`config.mk`:
```
export PLATFORM = sky130hd
export DESIGN_NAME = ofr_over_temp_fault
export DESIGN_NICKNAME = d
export VERILOG_FILES = /design/src/common/ofr_pkg.sv /design/src/rtl/ofr_delay_timer.sv /design/src/rtl/ofr_over_temp_fault.sv
export SDC_FILE = /design/constraint.sdc
export NUM_CORES = 1
export LEC_CHECK = 0
export BUFFER_PORTS_ARGS = -buffer_cell sky130_fd_sc_hd__buf_2
export CORE_ASPECT_RATIO = 1.1
export CORE_UTILIZATION = 55
export DETAILED_ROUTE_END_ITERATION = 8
export HOLD_SLACK_MARGIN = 0.1
export PLACE_DENSITY_LB_ADDON = 0.25
export SYNTH_ARGS = -nofsm -noshare
export SYNTH_HDL_FRONTEND = slang
export SYNTH_HIERARCHICAL = 1
export SYNTH_SLANG_ARGS = --single-unit
export TNS_END_PERCENT = 1
```
`constraint.sdc`:
```
create_clock -name clk_sys -period 6.48 [get_ports clk_sys]
set_input_delay 0.972 -clock clk_sys [delete_from_list [all_inputs] [get_ports clk_sys]]
set_output_delay 0.972 -clock clk_sys [all_outputs]
set_load 0.05 [all_outputs]
```
`src/common/ofr_pkg.sv`:
```
// constants for the over-temperature fault response block
// assumes a single 40 MHz system clock and a command-code register port
package ofr_pkg;

  // ****************************************
  // register command codes
  // ****************************************
  localparam logic [7:0]  OFR_ADDR_LIMIT   = 8'h4F;
  localparam logic [7:0]  OFR_ADDR_ACTION  = 8'h50;

  // ****************************************
  // reset values and minimum delay unit length
  // ****************************************
  localparam logic [15:0] OFR_LIMIT_RST    = 16'h7FFF;
  localparam logic [7:0]  OFR_ACTION_RST   = 8'h80;
  localparam logic [15:0] OFR_UNIT_MIN     = 16'h0001;

  // ****************************************
  // action field layout
  // ****************************************
  localparam int          OFR_RESP_HI      = 7;
  localparam int          OFR_RESP_LO      = 6;
  localparam int          OFR_RETRY_HI     = 5;
  localparam int          OFR_RETRY_LO     = 3;
  localparam int          OFR_DELAY_HI     = 2;
  localparam int          OFR_DELAY_LO     = 0;

  localparam logic [1:0]  OFR_RESP_IGNORE  = 2'h0;
  localparam logic [1:0]  OFR_RESP_DELAY   = 2'h1;
  localparam logic [1:0]  OFR_RESP_RETRY   = 2'h2;
  localparam logic [1:0]  OFR_RESP_LATCH   = 2'h3;
  localparam logic [2:0]  OFR_RETRY_NONE   = 3'h0;
  localparam logic [2:0]  OFR_RETRY_FOREVER = 3'h7;

  // ****************************************
  // timing
  // ****************************************
  localparam int          OFR_CLK_PERIOD_NS  = 25;
  localparam int          OFR_TICK_PERIOD_NS = 100000;
  localparam int          OFR_TICK_CYCLES    =
    (OFR_TICK_PERIOD_NS + OFR_CLK_PERIOD_NS - 1) / OFR_CLK_PERIOD_NS;

  // ****************************************
  // fault handling states
  // ****************************************
  typedef enum logic [3:0] {
    OFR_ST_RUN   = 4'b0001,
    OFR_ST_DELAY = 4'b0010,
    OFR_ST_WAIT  = 4'b0100,
    OFR_ST_LATCH = 4'b1000
  } ofr_state_t;

endpackage

```
`src/rtl/ofr_delay_timer.sv`:
```
// binary-weighted delay timer: 2**code units, each unit_len ticks long, or one tick when unit_len is zero
// assumes tick is a one-cycle enable from a divider on the same clock
`timescale 1ns/1ps
module ofr_delay_timer
  import ofr_pkg::*;
(
  input  wire logic        clk_sys,
  input  wire logic        nrst,
  input  wire logic        start,
  input  wire logic        tick,
  input  wire logic [15:0] unit_len,
  input  wire logic [2:0]  code,
  output logic             done_q
);

  logic        busy_q;
  logic        busy_d;
  logic        done_d;
  logic [15:0] tick_cnt_q;
  logic [15:0] tick_cnt_d;
  logic [7:0]  unit_cnt_q;
  logic [7:0]  unit_cnt_d;
  logic [8:0]  target_q;
  logic [8:0]  target_d;
  logic [15:0] unit_eff;

  // ****************************************
  // next state
  // ****************************************
  always_comb begin
    busy_d     = busy_q;
    done_d     = 1'b0;
    tick_cnt_d = tick_cnt_q;
    unit_cnt_d = unit_cnt_q;
    target_d   = target_q;
    unit_eff   = (unit_len == 16'h0000) ? OFR_UNIT_MIN : unit_len;
    if (start) begin
      busy_d     = 1'b1;
      tick_cnt_d = 16'h0000;
      unit_cnt_d = 8'h00;
      target_d   = 9'h001 << code; // see [RULE12]
    end else if (busy_q && tick) begin
      if (tick_cnt_q + 16'h0001 >= unit_eff) begin // see [RULE13]
        tick_cnt_d = 16'h0000;
        unit_cnt_d = unit_cnt_q + 8'h01;
        if ({1'b0, unit_cnt_q} + 9'h001 == target_q) begin
          busy_d = 1'b0;
          done_d = 1'b1;
        end
      end else begin
        tick_cnt_d = tick_cnt_q + 16'h0001;
      end
    end
  end

  always_ff @(posedge clk_sys or negedge nrst) begin
    if (!nrst) begin
      busy_q     <= 1'b0;
      done_q     <= 1'b0;
      tick_cnt_q <= 16'h0000;
      unit_cnt_q <= 8'h00;
      target_q   <= 9'h001;
    end else begin
      busy_q     <= busy_d;
      done_q     <= done_d;
      tick_cnt_q <= tick_cnt_d;
      unit_cnt_q <= unit_cnt_d;
      target_q   <= target_d;
    end
  end

endmodule // ofr_delay_timer

```
`src/rtl/ofr_over_temp_fault.sv`:
```
// over-temperature fault limit, action setting and response sequencer
// assumes temp_value and the command port run on clk_sys; ctrl_pin is async
//
// Summary of operation
// [RULE1] sixteen-bit fault threshold register, host writable, linear format
// [RULE2] fault flagged when temperature is at or above the threshold
// [RULE3] response 00: keep running, ignore the fault
// [RULE4] response 01: run for the delay, then retry if fault persists
// [RULE5] response 10: disable output at once, then follow retry count
// [RULE6] response 11: stay disabled until the fault is cleared
// [RULE7] commanding output off then on also clears a latched fault
// [RULE8] retry code 000: no restart, stay off until cleared
// [RULE9] retry codes 001..110: one to six restarts, then stay off
// [RULE10] restart spacing equals delay count times the delay unit
// [RULE11] retry code 111: restart forever until commanded off
// [RULE12] delay code n selects two to the n time units
// [RULE13] unit length comes from the separate time-base register
`timescale 1ns/1ps
module ofr_over_temp_fault
  import ofr_pkg::*;
#(
  parameter int TICK_CYCLES = OFR_TICK_CYCLES
)
(
  input  wire logic        clk_sys,
  input  wire logic        nrst,
  input  wire logic        cmd_valid,
  input  wire logic        cmd_write,
  input  wire logic [7:0]  cmd_code,
  input  wire logic [15:0] cmd_wdata,
  input  wire logic [15:0] temp_value,
  input  wire logic [15:0] time_unit,
  input  wire logic        ctrl_pin,
  input  wire logic        operation_on,
  input  wire logic        clear_faults,
  input  wire logic        clear_status,
  output logic [15:0]      rd_data_q,
  output logic             rd_valid_q,
  output logic             out_enable_q,
  output logic             ot_fault_q,
  output logic             latched_off_q
);

  // ****************************************
  // declarations
  // ****************************************
  logic [15:0] limit_q;
  logic [15:0] limit_d;
  logic [7:0]  action_q;
  logic [7:0]  action_d;
  logic [15:0] rd_data_d;
  logic        rd_valid_d;
  logic        ctrl_s1_q;
  logic        ctrl_s2_q;
  logic [11:0] div_q;
  logic [11:0] div_d;
  logic        tick_q;
  logic        tick_d;
  ofr_state_t  state_q;
  ofr_state_t  state_d;
  logic [2:0]  tries_q;
  logic [2:0]  tries_d;
  logic        on_prev_q;
  logic        ot_fault_d;
  logic        out_enable_d;
  logic        latched_off_d;
  logic        timer_start;
  logic        timer_done;
  logic        fault;
  logic        on_cmd;
  logic        restart_on;
  logic [1:0]  resp;
  logic [2:0]  retry;

  // ****************************************
  // register port
  // ****************************************
  always_comb begin
    limit_d    = limit_q;
    action_d   = action_q;
    rd_data_d  = rd_data_q;
    rd_valid_d = 1'b0;
    if (cmd_valid && cmd_write) begin
      if (cmd_code == OFR_ADDR_LIMIT) begin
        limit_d = cmd_wdata; // see [RULE1]
      end
      if (cmd_code == OFR_ADDR_ACTION) begin
        action_d = cmd_wdata[7:0];
      end
    end else if (cmd_valid) begin
      rd_valid_d = 1'b1;
      case (cmd_code)
        OFR_ADDR_LIMIT:  rd_data_d = limit_q;
        OFR_ADDR_ACTION: rd_data_d = {8'h00, action_q};
        default:         rd_data_d = 16'h0000;
      endcase
    end
  end

  always_ff @(posedge clk_sys or negedge nrst) begin
    if (!nrst) begin
      limit_q    <= OFR_LIMIT_RST;
      action_q   <= OFR_ACTION_RST;
      rd_data_q  <= 16'h0000;
      rd_valid_q <= 1'b0;
    end else begin
      limit_q    <= limit_d;
      action_q   <= action_d;
      rd_data_q  <= rd_data_d;
      rd_valid_q <= rd_valid_d;
    end
  end

  // ****************************************
  // pin synchroniser and time-base divider
  // ****************************************
  always_comb begin
    if (div_q == 12'(TICK_CYCLES - 1)) begin
      div_d  = 12'h000;
      tick_d = 1'b1;
    end else begin
      div_d  = div_q + 12'h001;
      tick_d = 1'b0;
    end
  end

  always_ff @(posedge clk_sys or negedge nrst) begin
    if (!nrst) begin
      ctrl_s1_q <= 1'b0;
      ctrl_s2_q <= 1'b0;
      div_q     <= 12'h000;
      tick_q    <= 1'b0;
    end else begin
      ctrl_s1_q <= ctrl_pin;
      ctrl_s2_q <= ctrl_s1_q;
      div_q     <= div_d;
      tick_q    <= tick_d;
    end
  end

  ofr_delay_timer u_timer (
    .clk_sys  (clk_sys),
    .nrst     (nrst),
    .start    (timer_start),
    .tick     (tick_q),
    .unit_len (time_unit),
    .code     (action_q[OFR_DELAY_HI:OFR_DELAY_LO]),
    .done_q   (timer_done)
  );

  // ****************************************
  // fault response sequencer
  // ****************************************
  always_comb begin
    resp  = action_q[OFR_RESP_HI:OFR_RESP_LO];
    retry = action_q[OFR_RETRY_HI:OFR_RETRY_LO];
    fault = $signed(temp_value) >= $signed(limit_q); // see [RULE2]
    on_cmd      = ctrl_s2_q & operation_on;
    restart_on  = on_cmd & ~on_prev_q;
    state_d     = state_q;
    tries_d     = tries_q;
    timer_start = 1'b0;
    // set wins over clear
    ot_fault_d  = fault | (ot_fault_q & ~(clear_status | clear_faults));
    case (state_q)
      OFR_ST_RUN: begin
        if (fault) begin
          case (resp)
            OFR_RESP_IGNORE: state_d = OFR_ST_RUN; // see [RULE3]
            OFR_RESP_DELAY: begin
              timer_start = 1'b1; // see [RULE4]
              state_d     = OFR_ST_DELAY;
            end
            OFR_RESP_RETRY: state_d = OFR_ST_WAIT; // see [RULE5]
            default:        state_d = OFR_ST_LATCH; // see [RULE6]
          endcase
        end
      end
      OFR_ST_DELAY: begin
        if (timer_done) begin
          state_d = fault ? OFR_ST_WAIT : OFR_ST_RUN; // see [RULE4]
        end
      end
      OFR_ST_WAIT: begin
        if (timer_done) begin
          state_d = OFR_ST_RUN; // see [RULE10]
        end
      end
      OFR_ST_LATCH: begin
        if (clear_status) begin
          state_d = OFR_ST_RUN; // see [RULE6]
          tries_d = 3'h0;
        end
      end
      default: state_d = OFR_ST_RUN;
    endcase
    // entering the off-and-retry path decides restart or latch-off
    if (state_d == OFR_ST_WAIT && state_q != OFR_ST_WAIT) begin
      if (retry == OFR_RETRY_NONE) begin
        state_d = OFR_ST_LATCH; // see [RULE8]
      end else if (retry != OFR_RETRY_FOREVER && tries_q >= retry) begin
        state_d = OFR_ST_LATCH; // see [RULE9]
      end else begin
        timer_start = 1'b1; // see [RULE10]
        if (retry != OFR_RETRY_FOREVER) begin
          tries_d = tries_q + 3'h1; // see [RULE9]
        end // else unlimited, see [RULE11]
      end
    end
    if (clear_faults || restart_on) begin
      state_d = OFR_ST_RUN; // see [RULE6] and [RULE7]
      tries_d = 3'h0;
    end
    out_enable_d  = on_cmd & ((state_d == OFR_ST_RUN) ||
                              (state_d == OFR_ST_DELAY)); // see [RULE11]
    latched_off_d = (state_d == OFR_ST_LATCH);
  end

  always_ff @(posedge clk_sys or negedge nrst) begin
    if (!nrst) begin
      state_q       <= OFR_ST_RUN;
      tries_q       <= 3'h0;
      on_prev_q     <= 1'b0;
      ot_fault_q    <= 1'b0;
      out_enable_q  <= 1'b0;
      latched_off_q <= 1'b0;
    end else begin
      state_q       <= state_d;
      tries_q       <= tries_d;
      on_prev_q     <= on_cmd;
      ot_fault_q    <= ot_fault_d;
      out_enable_q  <= out_enable_d;
      latched_off_q <= latched_off_d;
    end
  end

endmodule // ofr_over_temp_fault

```
==> flow_summary.json <==
{
  "dr_total_vias": 4898,
  "yosysSeqAreaShare": 0.432,
  "postCtsSetupRepairBufs": 0,
  "syn2layout_area_growth_pct": 14.2,
  "p_switching_mw": 0.339,
  "fin_nets": 813,
  "crit_start": "u_timer/tick_cnt_q[2]",
  "core_area_mm2": 0.0104,
  "r2r-end": "u_timer/tick_cnt_q[7]",
  "wl_met3_um": 691,
  "first_iter_violations": 290,
  "cts-root-buf": "clkbuf_16",
  "routed_via_density": 5.71,
  "layout-drive-gt1-share": 0.221,
  "syn_inst": 633,
  "syn_avg_cell_area_um2": 9.32,
  "synth_cell_type_count": 70,
  "gr-usage-all-layers": 0.259,
  "r2r_cells": 11,
  "start_util": 0.567,
  "die_h_um": 111,
  "p_seq_frac": 0.505,
  "cts.sinks": 101,
  "hold_viol_final": 0,
  "cts_hold_buf": 0,
  "crit_buf_inv": 0,
  "ios": 84,
  "die-area_mm2": 0.0111,
  "synth_nets": 736,
  "critPathTopFamily": "compound AO/OA/AOI/OAI gates",
  "yosys-top-cells-area": "dfrtp_1 35%, ha_1 8.3%, dfstp_2 8.0%",
  "setup_ws_ns": 2.36,
  "clock_path_buffers": 2,
  "synthFlopType": "dfrtp_1",
  "yosys.area.top_type": "dfrtp_1",
  "grt_first_pass_wirelength_um": 22600,
  "crit_fanout": 17,
  "fin_cells": 858,
  "ir_worst_vdd_mv": 0.147,
  "skew_ns": 0.0113,
  "path_clk_slew_ns": 0.07,
  "die_width_um": 101,
  "period_share": 0.636,
  "place_ws_ns": 2.08,
  "gp_congestion": 0.883,
  "worst_hold_slack_ns": 0.350,
  "numCtsBuffers": 9,
  "row_count": 39,
  "synthMostInstantiatedCell": "nand2_1",
  "routed_wl_um": 13400,
  "ant_nets": 0,
  "dr.pass1.iters": 5,
  "pwr-share-clk": 0.393,
  "slew-limit-headroom": 0.236,
  "ys_ff_latch": 101,
  "wl_per_cell_um": 15.6,
  "cts_resized": 0,
  "start_kind": "register",
  "hold_path.class": "register to register",
  "tightest_slew_ns": 1.14,
  "dpl-instance-area_mm2": 0.00645,
  "swShare": 0.258,
  "clock.fmax_mhz": 243,
  "dp_hpwl_um": 9950,
  "drv_cap": 0,
  "synth.cell_area_mm2": 0.00590,
  "period_needed_ns": 4.12,
  "tns_ns": 0,
  "required_ns": 6.76,
  "cts_tree": "done",
  "clock_tree.htree_level_count": 3,
  "slew_viol_final": 0,
  "gr-total-overflow": 0,
  "dr_wl_met2_um": 6580,
  "rrSetupSlack_ns": 2.36,
  "path_cells": "nand4_1, nor4_2, nand3_1, xnor2_1, ha_1, a211oi_1, o211ai_1, a2111oi_0, a21boi_2, and3_1, a221o_1",
  "synth_warnings": 6,
  "ys_async_sr_fraction": 1.00,
  "worst_hold_startpoint": "ctrl_s1_q",
  "power.leakage_nw": 3.23,
  "p_int_mw": 0.978,
  "max_stage_delay_ns": 0.68,
  "endpoint_kind": "register",
  "routed.top_layer": "met4",
  "clock_latency_ns": 0.35,
  "grt_max_degree": 55,
  "synth-edff-count": 0,
  "outcome": "finished clean",
  "io_buffers": 83,
  "powerDensity_mw_per_mm2": 196,
  "drc": 0,
  "rsz0062_at_grt": "false",
  "cpMaxStageDelayCell": "a21boi_2",
  "cp_num_cells": 11,
  "r2r_start": "u_timer/tick_cnt_q[2]",
  "grt_antenna_before_repair": 0,
  "grt_pass1_vias": 4897,
  "wl_met1_um": 5850,
  "fin_area_mm2": 0.00673,
  "endpoint": "u_timer/tick_cnt_q[7]",
  "placed_cells": 842,
  "ys_top_cells_by_count": "84 x nand2_1, 83 x dfrtp_1, 49 x inv_1",
  "p_comb_frac": 0.102,
  "diodes": 0,
  "synth.top_cell.area_share": 0.352,
  "setup_viol": 0,
  "cp_data_arrival_time_ns": 4.40,
  "crit_type": "register to register"
}
## how the worst min path moves through the flow
stage          depth (start not counted)  slack, ns         to
3_3_place_gp                           0       0.33  ctrl_s2_q
3_5_place_dp                           0       0.34  ctrl_s2_q
4_1_cts                                0       0.35  ctrl_s2_q
6_report                               0       0.35  ctrl_s2_q
2_1_floorplan                          0       0.33  ctrl_s2_q
5_1_grt                                0       0.36  ctrl_s2_q
## kinds of logic (layout without fill, tap and decap cells)
group / count (synthesis) / count (layout) / synth area share
DFF: 101 / 101 / 0.432
AOI/OAI and AO/OA: 138 / 138 / 0.159
buffers and inverters: 72 / 154 / 0.0482
xor gates and xnor gates: 32 / 32 / 0.0475
muxes: 12 / 12 / 0.0223
and+or+nand+nor: 239 / 239 / 0.208
adders and majority gates: 39 / 39 / 0.0828
## flip-flops by register name, indices dropped and copies added, names as in the netlist, 3 cells and up
signal,cells
limit_q,16
rd_data_q,16
u_timer/tick_cnt_q,16
div_q,12
action_q,8
u_timer/target_q,8
u_timer/unit_cnt_q,8
state_q,4
tries_q,3
## cells in the final DEF (no fill, tap or decap), types with 11 or more instances in the layout
master / instances
nand2_1: 84
dfrtp_1: 83
buf_2: 82
inv_1: 49
o21ai_0: 43
ha_1: 39
nor2_1: 35
nand3_1: 33
a21oi_1: 25
xnor2_1: 21
dfstp_2: 18
or3_1: 11
xor2_1: 11
## per-stage QoR
step	util	power [mW]
global placement	0.620	0.805
floorplan	-	0.751
detailed placement	0.620	0.810
CTS	0.648	1.33
global route	0.648	1.37
finish	0.648	1.32
## power by group through the flow
stage          clock network (mW)  logic (mW)  registers (mW)
4_1_cts                     0.527       0.136           0.664
5_1_grt                     0.550       0.151           0.667
6_report                    0.518       0.135           0.664
3_5_place_dp                    0       0.135           0.676
2_1_floorplan                   0      0.0710           0.680
3_3_place_gp                    0       0.129           0.675
## per-layer routing
metal  track usage  vias to the layer above
li1              -                     2398
met1         0.337                     2328
met3        0.0405                       16
met5             0                        -
met4         0.106                        0
met2         0.430                      156
## area by class of cell
| class | count | area [um2] |
|---|---|---|
| Clock buffer | 10 | 239 |
| Multi-Input combinational cell | 460 | 3070 |
| Sequential cell | 101 | 2550 |
| Inverter | 50 | 188 |
| Tap cell | 143 | 179 |
| Clock inverter | 6 | 48.8 |
| Fill cell | 852 | 3660 |
| Timing Repair Buffer | 88 | 455 |
Power figures use the tool's default switching activity.
